===== config.mk =====
export PLATFORM = sky130hd
export DESIGN_NAME = vtm_monitor
export DESIGN_NICKNAME = d
export VERILOG_FILES = /design/src/core/vtm_pkg.sv /design/src/core/vtm_monitor.sv
export SDC_FILE = /design/constraint.sdc
export NUM_CORES = 1
export LEC_CHECK = 0
export BUFFER_PORTS_ARGS = -buffer_cell sky130_fd_sc_hd__buf_2
export CAP_MARGIN = 30
export CELL_PAD_IN_SITES_DETAIL_PLACEMENT = 2
export CELL_PAD_IN_SITES_GLOBAL_PLACEMENT = 2
export CORE_MARGIN = 2
export CORE_UTILIZATION = 37
export CTS_CLUSTER_DIAMETER = 60
export DETAILED_ROUTE_END_ITERATION = 10
export GPL_ROUTABILITY_DRIVEN = 0
export GPL_TIMING_DRIVEN = 0
export MAX_ROUTING_LAYER = met4
export PLACE_DENSITY_LB_ADDON = 0.05
export SLEW_MARGIN = 40
export SYNTH_ARGS = -nofsm -noshare
export SYNTH_HDL_FRONTEND = slang
export SYNTH_SLANG_ARGS = --single-unit

===== constraint.sdc =====
create_clock -name mclk -period 47.7 [get_ports mclk]
set_input_delay 14.31 -clock mclk [delete_from_list [all_inputs] [get_ports mclk]]
set_output_delay 14.31 -clock mclk [all_outputs]
set_load 0.05 [all_outputs]

===== src/core/vtm_pkg.sv =====
// constants and carrier types for the voltage and temperature monitor
package vtm_pkg;

    // register indices; byte address is four times the index
    localparam logic [5:0] IDX_GAIN = 6'h15;
    localparam logic [5:0] IDX_CTRL_A = 6'h17;
    localparam logic [5:0] IDX_CTRL_B = 6'h18;
    localparam logic [5:0] IDX_V0_LIM = 6'h19;
    localparam logic [5:0] IDX_V1_LIM = 6'h1A;
    localparam logic [5:0] IDX_T_LIM = 6'h1B;
    localparam logic [5:0] IDX_ALARM_EN = 6'h1D;
    localparam logic [5:0] IDX_STATUS = 6'h26;
    localparam logic [5:0] IDX_MASK = 6'h27;
    localparam logic [5:0] IDX_V0_PEAK = 6'h28;
    localparam logic [5:0] IDX_V0_FLOOR = 6'h29;
    localparam logic [5:0] IDX_V1_PEAK = 6'h2A;
    localparam logic [5:0] IDX_V1_FLOOR = 6'h2B;

    // values after reset
    localparam logic [7:0] RST_GAIN = 8'h20;
    localparam logic [7:0] RST_CTRL_A = 8'h3C;
    localparam logic [7:0] RST_CTRL_B = 8'h80;
    localparam logic [7:0] RST_LIMITS = 8'h62;
    localparam logic [7:0] RST_ALARM_EN = 8'h00;
    localparam logic [7:0] RST_MASK = 8'h00;
    localparam logic [5:0] RST_STATUS = 6'h00;
    localparam logic [7:0] RST_PEAK = 8'h00;
    localparam logic [7:0] RST_FLOOR = 8'hFF;

    // field positions
    localparam int unsigned GAIN_CODE_MSB = 6;
    localparam int unsigned MON_EN_MSB = 3;
    localparam int unsigned MON_EN_LSB = 2;
    localparam int unsigned SEL_PIN_ZERO = 0;
    localparam int unsigned SEL_PIN_ONE = 1;
    localparam int unsigned GAIN_APPLY_BIT = 7;
    localparam int unsigned LIM_UPPER_MSB = 6;
    localparam int unsigned LIM_UPPER_LSB = 4;
    localparam int unsigned LIM_LOWER_MSB = 2;
    localparam int unsigned LIM_LOWER_LSB = 0;
    localparam int unsigned QUANT_LSB = 5;
    localparam int unsigned NUM_FLAGS = 6;

    // monitor enable codes
    localparam logic [1:0] MON_ON = 2'h3;

    // channels; flag 2*ch is under, 2*ch+1 is over
    localparam int unsigned CH_V0 = 0;
    localparam int unsigned CH_V1 = 1;
    localparam int unsigned CH_T = 2;
    localparam int unsigned NUM_CH = 3;

    // one conversion result from the converter, all channels at once
    typedef struct packed {
        logic valid;
        logic [7:0] temp;
        logic [7:0] voltOne;
        logic [7:0] voltZero;
    } vtm_sample_s;

    // one channel's pair of 3-bit limits
    typedef struct packed {
        logic [2:0] upper;
        logic [2:0] lower;
    } vtm_limits_s;

endpackage


===== src/core/vtm_monitor.sv =====
// configuration, limit comparison and alarm logic of the voltage and temperature monitor
`timescale 1ns/10ps
`default_nettype none

module vtm_monitor
    import vtm_pkg::*;
(
    // clock and reset
    input wire logic mclk,
    input wire logic rst_n,
    // avalon-mm slave
    input wire logic [7:0] avs_address,
    input wire logic avs_read,
    input wire logic avs_write,
    input wire logic [31:0] avs_writedata,
    input wire logic [3:0] avs_byteenable,
    output logic [31:0] avs_readdata,
    output logic avs_waitrequest,
    // converter side
    input wire vtm_sample_s sample,
    output logic [1:0] sensorEnable,
    output logic [1:0] pinSenseSel,
    // interrupt
    output logic irq
);

    logic [7:0] gain_q;
    logic [7:0] ctrlA_q;
    logic [7:0] ctrlB_q;
    logic [7:0] limits_q [NUM_CH];
    logic [7:0] alarmEn_q;
    logic [7:0] mask_q;
    logic [NUM_FLAGS-1:0] status_q;
    logic [NUM_FLAGS-1:0] status_d;
    logic [NUM_FLAGS-1:0] statusEvt;
    logic waitReq_q;
    logic [31:0] rdData_q;
    logic irq_q;
    logic [5:0] regIdx;
    logic wrAccept;
    logic [7:0] wrByte;
    logic [7:0] rdMux;
    logic monOn;
    logic gainApply;
    logic [NUM_CH-1:0] chActive;
    logic [7:0] rawReading [NUM_CH];
    logic [7:0] peakRd [2];
    logic [7:0] floorRd [2];

    // scale a raw pin reading by 128/code; saturates rather than wraps
    function automatic logic [7:0] applyGain(input logic [7:0] raw, input logic [6:0] code,
                                             input logic apply);
        logic [14:0] quo;
        logic [7:0] res;
        quo = 15'h0000;
        res = raw;
        if (apply && code != 7'h00) begin
            quo = {raw, 7'h00} / {8'h00, code};
        end
        if (apply) begin
            if (code == 7'h00 || quo > 15'h00FF) begin
                res = 8'hFF;
            end else begin
                res = quo[7:0];
            end
        end
        return res;
    endfunction

    assign regIdx = avs_address[7:2];
    // a write lands on the edge where waitrequest is seen low; only byte lane 0 carries data
    assign wrAccept = avs_write && !waitReq_q && avs_byteenable[0];
    assign wrByte = avs_writedata[7:0];

    assign monOn = (ctrlA_q[MON_EN_MSB:MON_EN_LSB] == MON_ON);
    assign gainApply = ctrlB_q[GAIN_APPLY_BIT];

    // a channel is compared only while monitors are on and, for pins, selected
    assign chActive[CH_V0] = monOn && ctrlA_q[SEL_PIN_ZERO];
    assign chActive[CH_V1] = monOn && ctrlA_q[SEL_PIN_ONE];
    assign chActive[CH_T] = monOn;

    assign rawReading[CH_V0] = sample.voltZero;
    assign rawReading[CH_V1] = sample.voltOne;
    assign rawReading[CH_T] = sample.temp;

    generate
        for (genvar ch = 0; ch < NUM_CH; ch++) begin : g_ch
            logic [7:0] scaled;
            logic [2:0] level;
            vtm_limits_s lim;

            if (ch == CH_T) begin : g_temp
                assign scaled = rawReading[ch];
            end else begin : g_volt
                assign scaled = applyGain(rawReading[ch], gain_q[GAIN_CODE_MSB:0], gainApply);
            end

            assign lim.upper = limits_q[ch][LIM_UPPER_MSB:LIM_UPPER_LSB];
            assign lim.lower = limits_q[ch][LIM_LOWER_MSB:LIM_LOWER_LSB];
            // same 3-bit scale as the limit fields
            assign level = scaled[7:QUANT_LSB];

            // strict compare: a level equal to a limit raises nothing
            assign statusEvt[2*ch+1] = sample.valid && chActive[ch] && alarmEn_q[2*ch+1]
                                       && (level > lim.upper);
            assign statusEvt[2*ch] = sample.valid && chActive[ch] && alarmEn_q[2*ch]
                                     && (level < lim.lower);

            if (ch != CH_T) begin : g_track
                logic [7:0] peak_q;
                logic [7:0] floor_q;

                // extremes follow the gained reading, not the 3-bit level
                always_ff @(posedge mclk) begin
                    if (!rst_n) begin
                        peak_q <= RST_PEAK;
                        floor_q <= RST_FLOOR;
                    end else if (sample.valid && chActive[ch]) begin
                        if (scaled > peak_q) begin
                            peak_q <= scaled;
                        end
                        if (scaled < floor_q) begin
                            floor_q <= scaled;
                        end
                    end
                end

                assign peakRd[ch] = peak_q;
                assign floorRd[ch] = floor_q;
            end
        end
    endgenerate

    // configuration registers
    always_ff @(posedge mclk) begin
        if (!rst_n) begin
            gain_q <= RST_GAIN;
            ctrlA_q <= RST_CTRL_A;
            ctrlB_q <= RST_CTRL_B;
        end else if (wrAccept) begin
            if (regIdx == IDX_GAIN) begin
                gain_q <= wrByte;
            end
            if (regIdx == IDX_CTRL_A) begin
                ctrlA_q <= wrByte;
            end
            if (regIdx == IDX_CTRL_B) begin
                ctrlB_q <= wrByte;
            end
        end
    end

    // limit registers
    always_ff @(posedge mclk) begin
        if (!rst_n) begin
            limits_q[CH_V0] <= RST_LIMITS;
            limits_q[CH_V1] <= RST_LIMITS;
            limits_q[CH_T] <= RST_LIMITS;
        end else if (wrAccept) begin
            if (regIdx == IDX_V0_LIM) begin
                limits_q[CH_V0] <= wrByte;
            end
            if (regIdx == IDX_V1_LIM) begin
                limits_q[CH_V1] <= wrByte;
            end
            if (regIdx == IDX_T_LIM) begin
                limits_q[CH_T] <= wrByte;
            end
        end
    end

    // alarm enables and interrupt mask
    always_ff @(posedge mclk) begin
        if (!rst_n) begin
            alarmEn_q <= RST_ALARM_EN;
            mask_q <= RST_MASK;
        end else if (wrAccept) begin
            if (regIdx == IDX_ALARM_EN) begin
                alarmEn_q <= wrByte;
            end
            if (regIdx == IDX_MASK) begin
                mask_q <= wrByte;
            end
        end
    end

    // sticky flags; a new event beats a write-one-to-clear in the same cycle
    always_comb begin
        status_d = status_q;
        if (wrAccept && regIdx == IDX_STATUS) begin
            status_d = status_d & ~wrByte[NUM_FLAGS-1:0];
        end
        status_d = status_d | statusEvt;
    end

    always_ff @(posedge mclk) begin
        if (!rst_n) begin
            status_q <= RST_STATUS;
        end else begin
            status_q <= status_d;
        end
    end

    // registered level; follows the flags one cycle late
    always_ff @(posedge mclk) begin
        if (!rst_n) begin
            irq_q <= 1'b0;
        end else begin
            irq_q <= |(status_q & mask_q[NUM_FLAGS-1:0]);
        end
    end

    // read mux; unmapped indices read zero
    always_comb begin
        unique case (regIdx)
            IDX_GAIN: rdMux = gain_q;
            IDX_CTRL_A: rdMux = ctrlA_q;
            IDX_CTRL_B: rdMux = ctrlB_q;
            IDX_V0_LIM: rdMux = limits_q[CH_V0];
            IDX_V1_LIM: rdMux = limits_q[CH_V1];
            IDX_T_LIM: rdMux = limits_q[CH_T];
            IDX_ALARM_EN: rdMux = alarmEn_q;
            IDX_STATUS: rdMux = {2'b00, status_q};
            IDX_MASK: rdMux = mask_q;
            IDX_V0_PEAK: rdMux = peakRd[CH_V0];
            IDX_V0_FLOOR: rdMux = floorRd[CH_V0];
            IDX_V1_PEAK: rdMux = peakRd[CH_V1];
            IDX_V1_FLOOR: rdMux = floorRd[CH_V1];
            default: rdMux = 8'h00;
        endcase
    end

    // fixed two-cycle answer: data is captured one edge before it is taken,
    // so the master's held request keeps the mux stable in between
    always_ff @(posedge mclk) begin
        if (!rst_n) begin
            waitReq_q <= 1'b1;
            rdData_q <= 32'h0000_0000;
        end else if ((avs_read || avs_write) && waitReq_q) begin
            waitReq_q <= 1'b0;
            rdData_q <= avs_read ? {24'h00_0000, rdMux} : 32'h0000_0000;
        end else begin
            waitReq_q <= 1'b1;
        end
    end

    assign avs_readdata = rdData_q;
    assign avs_waitrequest = waitReq_q;
    assign sensorEnable = ctrlA_q[MON_EN_MSB:MON_EN_LSB];
    assign pinSenseSel = ctrlA_q[SEL_PIN_ONE:SEL_PIN_ZERO];
    assign irq = irq_q;

endmodule

`default_nettype wire


Word level (Yosys, flattened, before mapping)

Memories as Yosys holds them, arrays and structs flattened.
Index checks and enable logic that the tools add are counted.
Widths: inputs -> output; s select.

Bits in registers: 112
Bits in latches: 0
Memory bits (writable): 24
ROM bits: 0
Input bits: 73
Output and inout bits: 38
Word-level logic and storage cells: 113
Memories: 1

Add/subtract/negate cells: 0
Multipliers: 0
Divide/modulo/power cells: 2
Order comparisons: 12
Eq/ne operators: 14
Shifts and indexed selects: 0
Mux-type cells: 26
Bitwise gates (word level): 7
Reductions and logical operators: 38

Memories:

| name     | words | bits a word | rd ports | clocked after Yosys merged registers in | write ports | RTL line          | RTL |
|---|---|---|---|---|---|---|---|
| limits_q | 3     | 8           | 3        | 0                                       | 3           | vtm_monitor.sv:30 | `logic [7:0] limits_q [NUM_CH];` |

Operator list:

| kind                | number |
|---|---|
| $pmux 8 s13         | 1 |
| $mux 8              | 8 |
| $eq 6x5->1 const B  | 7 |
| $eq 6x6->1 const B  | 6 |
| $div 15x7->15       | 2 |
| $gt 15x8->1 const B | 2 |
| $mux 15             | 2 |
| $logic_and 1x1->1   | 22 |
| $reduce_and 2->1    | 9 |
| $gt 8x8->1          | 2 |
| $lt 8x8->1          | 2 |
| $mux 1              | 14 |
| $and 6x6->6         | 2 |
| $gt 3x3->1          | 3 |
| $lt 3x3->1          | 3 |
| $logic_not 7->1     | 1 |
| $reduce_bool 7->1   | 1 |
| $mux 6              | 1 |
| $not 6->6           | 1 |
| $or 6x6->6          | 1 |
| $reduce_or 6->1     | 1 |
| $logic_or 1x1->1    | 3 |
| $or 1x1->1          | 3 |
| $eq 2x2->1 const B  | 1 |
| $logic_not 1->1     | 1 |

Logic depth before layout (Yosys ltp)

Word-level depth: 10
Depth in mapped cells: 148
Depth with buffers taken out: 138

Least setup slack after synthesis

OpenSTA, ideal clock, no wires.

Path kind: input to register
Start point: input port sample[15] in the netlist's numbering
End point: register g_ch[1].g_track.peak_q[0]
Library setup time: 0.128 ns
Arrival: 39.710 ns
Data required time: 47.572 ns
Path slack: 7.863 ns
Cell stages on the path: 136
Buffers on the path: 8
Path through: ha_1 > a21oi_1 > ha_1 > o21a_1 > o211ai_1 > o31ai_1 > ha_1 > nor2_1 > a211oi_4 > nor4bb_1 > a211oi_2 > inv_1 > ha_1 > o21ai_0 > a21oi_1 > mux2_2 > ha_1 > o211ai_1 > [... 100 more ...] > nand2b_1 > a21oi_1 > nor2b_1 > o21ai_0 > nand2b_1 > a211oi_1 > a41oi_1 > inv_1 > ha_1 > nor2b_1 > o21a_1 > o21ai_0 > nand2b_1 > a21oi_1 > o21ai_0 > nand3_1 > mux2i_1 > nor2_1

Cells in the longest elaborated chain, start to end: 8

RTL lines:

| what                       | RTL line           | RTL |
|---|---|---|
| start, declared            | vtm_monitor.sv:20  | `input wire vtm_sample_s sample,` |
| $div 15x7->15              | vtm_monitor.sv:58  | `quo = {raw, 7'h00} / {8'h00, code};` |
| $mux 15                    | vtm_monitor.sv:57  | `if (apply && code != 7'h00) begin` |
| $gt 15x8->1                | vtm_monitor.sv:61  | `if (code == 7'h00 \|\| quo > 15'h00FF) begin` |
| $logic_or 1x1->1           | vtm_monitor.sv:61  |  |
| $mux 8                     | vtm_monitor.sv:61  |  |
| $mux 8 *                   | vtm_monitor.sv:60  | `if (apply) begin` |
| $gt 8x8->1                 | vtm_monitor.sv:120 | `if (scaled > peak_q) begin` |
| $reduce_and 2->1 (no line) | n/a                |  |
| end signal, assigned       | vtm_monitor.sv:121 | `peak_q <= scaled;` |
| end, declared              | vtm_monitor.sv:111 | `logic [7:0] peak_q;` |

Mark *: on every way between the ends. The rest lies on a longest branch, timed or not.
A chain may end at the register's enable or synchronous reset.

Final worst setup path

Start point: input port sample[15] in the netlist's numbering
End point: register g_ch[1].g_track.peak_q[7]

The elaborated chain is that of the path after synthesis.

==> results.toml <==
[run_status]
outcome = "finished clean"

[critical_path]
crit_required_ns = 47.92
cp_common_cell = "a21o_1"
worstSetupStartpointType = "primary input"
path_class = "primary input to register"
worstSetupEndpointType = "register"
slowest_delay_ns = 0.54
rr_worst_depth = 142
crit_fanout = 10
reg2reg_from = "gain_q[0]"
startpoint = "sample[15]"
critPathArrivalTime_ns = 45.42
slowest_stage = "a221oi_1"

[synthesis]
synth_edf_count = 24
synth_area_per_cell_um2 = 7.611
syn_area_mm2 = 0.01648
ys_seq_area_share_pct = 15.06
synth_ff_type = "dfxtp_1"
synth_cell_type_count = 114
yosys.area.top_type_share_pct = 15.48
ys_async_sr_fraction_pct = 0
synth_area_leaders = "ha_1 (15%), dfxtp_1 (11%), a21oi_1 (4.6%)"
yosysTopAreaCell = "ha_1"
yosys_warnings = 0
ys_ff_latch = 112
synth_cells = 2166

[clocking]
clk_path_buf_depth = 2
tritoncts = "built"
cts_max_level = 3
clk_pin_slew_ns = 0.08
cts-buffers-inserted = 9
root_buffer = "clkbuf_16"
clkLatencyLatePin_ns = 0.37
clock-sinks = 112

[routing]
wirelength_um = 66580
viasPerCell = 6.109
drtAntennaViolNets = 0
detail_route.first_pass.iterations = 5
via_count = 17450
route.detailed.drc = 0
drt-initial-drc-count = 1029
wire_per_inst_um = 23.30

[die]
initial_core_util_pct = 37.36
die-area_mm2 = 0.04626
row_count = 77
die_y_um = 215.1
die_w_um = 215.1
core_mm2 = 0.04412
ios = 111

[sta]
fmax_mhz = 22.13
final_max_slew_viol_count = 0
finalSetupViolations = 0
finalSetupTns_ns = 0
fin_crit_ns = 45.19
slew_headroom_pct = 39.57
finClkSkew_ns = 0.01026
final_hold_viol_count = 0
rsz0062_at_grt = "no"
min_period_over_period_pct = 94.74
worstMarginPinSlew_ns = 0.8950

[placement]
dp_cells = 2838
port_buffers = 52
placed_cell_area_mm2 = 0.01771
dp_hpwl_um = 53920

[finish]
drive_gt1_share_pct = 11.45
layout_common_cells = "ha_1 (204), nand2_1 (200), nor2_1 (196), a21oi_1 (148), o21ai_0 (103)"
fillers = 5269
mostFrequentLayoutCell = "ha_1"
design_area_mm2 = 0.01807
multi_input_area_mm2 = 0.01335
layout.nets = 2536
instances_no_fill = 2857
seq_area_mm2 = 0.002482
synthToLayoutAreaGrowth_pct = 9.640

[global_routing]
grt.overflow.total = 0
gr-usage-all-layers_pct = 29.13
grt_max_degree = 33
grt_pass1_wl_um = 105400
antenna_found_initial = 3
grt_pass1_vias = 18710

[min_path]
hold_depth = 2
hp-start = "ctrlB_q[2]"
hold_class = "register to register"

[job]
maxCapViolations = 0
-- flip-flops by register name, indices dropped and copies added (netlist names) --
| register | flops |
|---|---|
| alarmEn_q | 8 |
| avs_readdata | 8 |
| avs_waitrequest | 1 |
| ctrlA_q | 8 |
| ctrlB_q | 8 |
| g_ch.g_track.floor_q | 16 |
| g_ch.g_track.peak_q | 16 |
| gain_q | 8 |
| irq | 1 |
| limits_q | 24 |
| mask_q | 8 |
| status_q | 6 |
-- per-stage QoR --
stage	hold WS [ns]	utilization (%)	setup WS, ns
after floorplan	0.4357	-	7.863
after global placement	0.4453	39.82	2.021
after detailed placement	0.4551	40.13	1.067
after CTS	0.4657	40.75	1.303
after global routing	0.4946	40.96	0.08171
final	0.4726	40.96	2.507
-- layout make-up --
type | instances | share of cell area (%)
sequential | 112 | 13.73
clock inverter | 5 | 0.2354
clock buffer | 11 | 1.288
timing repair buffer | 57 | 1.703
tap | 592 | 4.098
inverter | 105 | 2.195
multi-input combinational | 1879 | 73.85
antenna | 3 | 0.04154
buffer | 93 | 2.852
-- kinds of logic after synthesis --
kind of cell | Yosys count | share of synthesized area (%)
other cells | 1 | 0.02275
compound gates | 707 | 30.19
mux | 89 | 5.791
buf+inv | 198 | 5.442
flops | 112 | 15.06
xor+xnor | 80 | 4.296
fa+ha+maj | 206 | 15.73
simple gates | 773 | 23.47
-- final timing paths --
kind / slack [ns] / to
worst min-delay path: 0.47 / ctrlB_q[2]
worst max-delay path: 2.51 / g_ch[1].g_track.peak_q[7]
worst min register to register: 0.47 / ctrlB_q[2]
worst max register to register: 14.22 / g_ch[1].g_track.peak_q[7]
-- timing repair --
| action | in CTS | in global routing |
|---|---|---|
| endpoints found under the setup margin | 0 | 18 |
| setup buffers | 0 | 0 |
| hold buffers | 0 | 0 |
| resized for setup | 0 | 15 |
-- worst max-delay path: cells and delay by family --
kind | cells | cell delay, ns
compound gates | 73 | 16.14
fa+ha+maj | 16 | 4.92
mux | 5 | 1.66
buf+inv | 13 | 2.87
simple gates | 33 | 5.51
-- synth_stat cells (33+ instances only) --
master	count
nor3_1	58
o21ai_0	103
inv_1	103
mux2i_1	45
nand2b_1	48
ha_1	204
nand3_1	62
o21a_1	62
nand2_1	200
a21o_1	64
nor2_1	196
a31oi_1	33
mux2_2	40
clkbuf_1	46
dfxtp_1	88
nor2b_1	34
xnor2_1	52
a21oi_1	152
-- metal layers --
layer	global-route usage (%)	vias to the layer above	wire length, um	part of all wire (%)
met4	8.529	0	1804	2.7
met1	37.98	8762	31260	47
met3	1.515	103	1847	2.8
met2	48.81	318	31670	48
met5	-	-	0	0
li1	-	8269	-	-
Power is left out: the tool's default activity adds up to more than one toggle a clock period on the data nets, which glitch-free logic cannot reach.
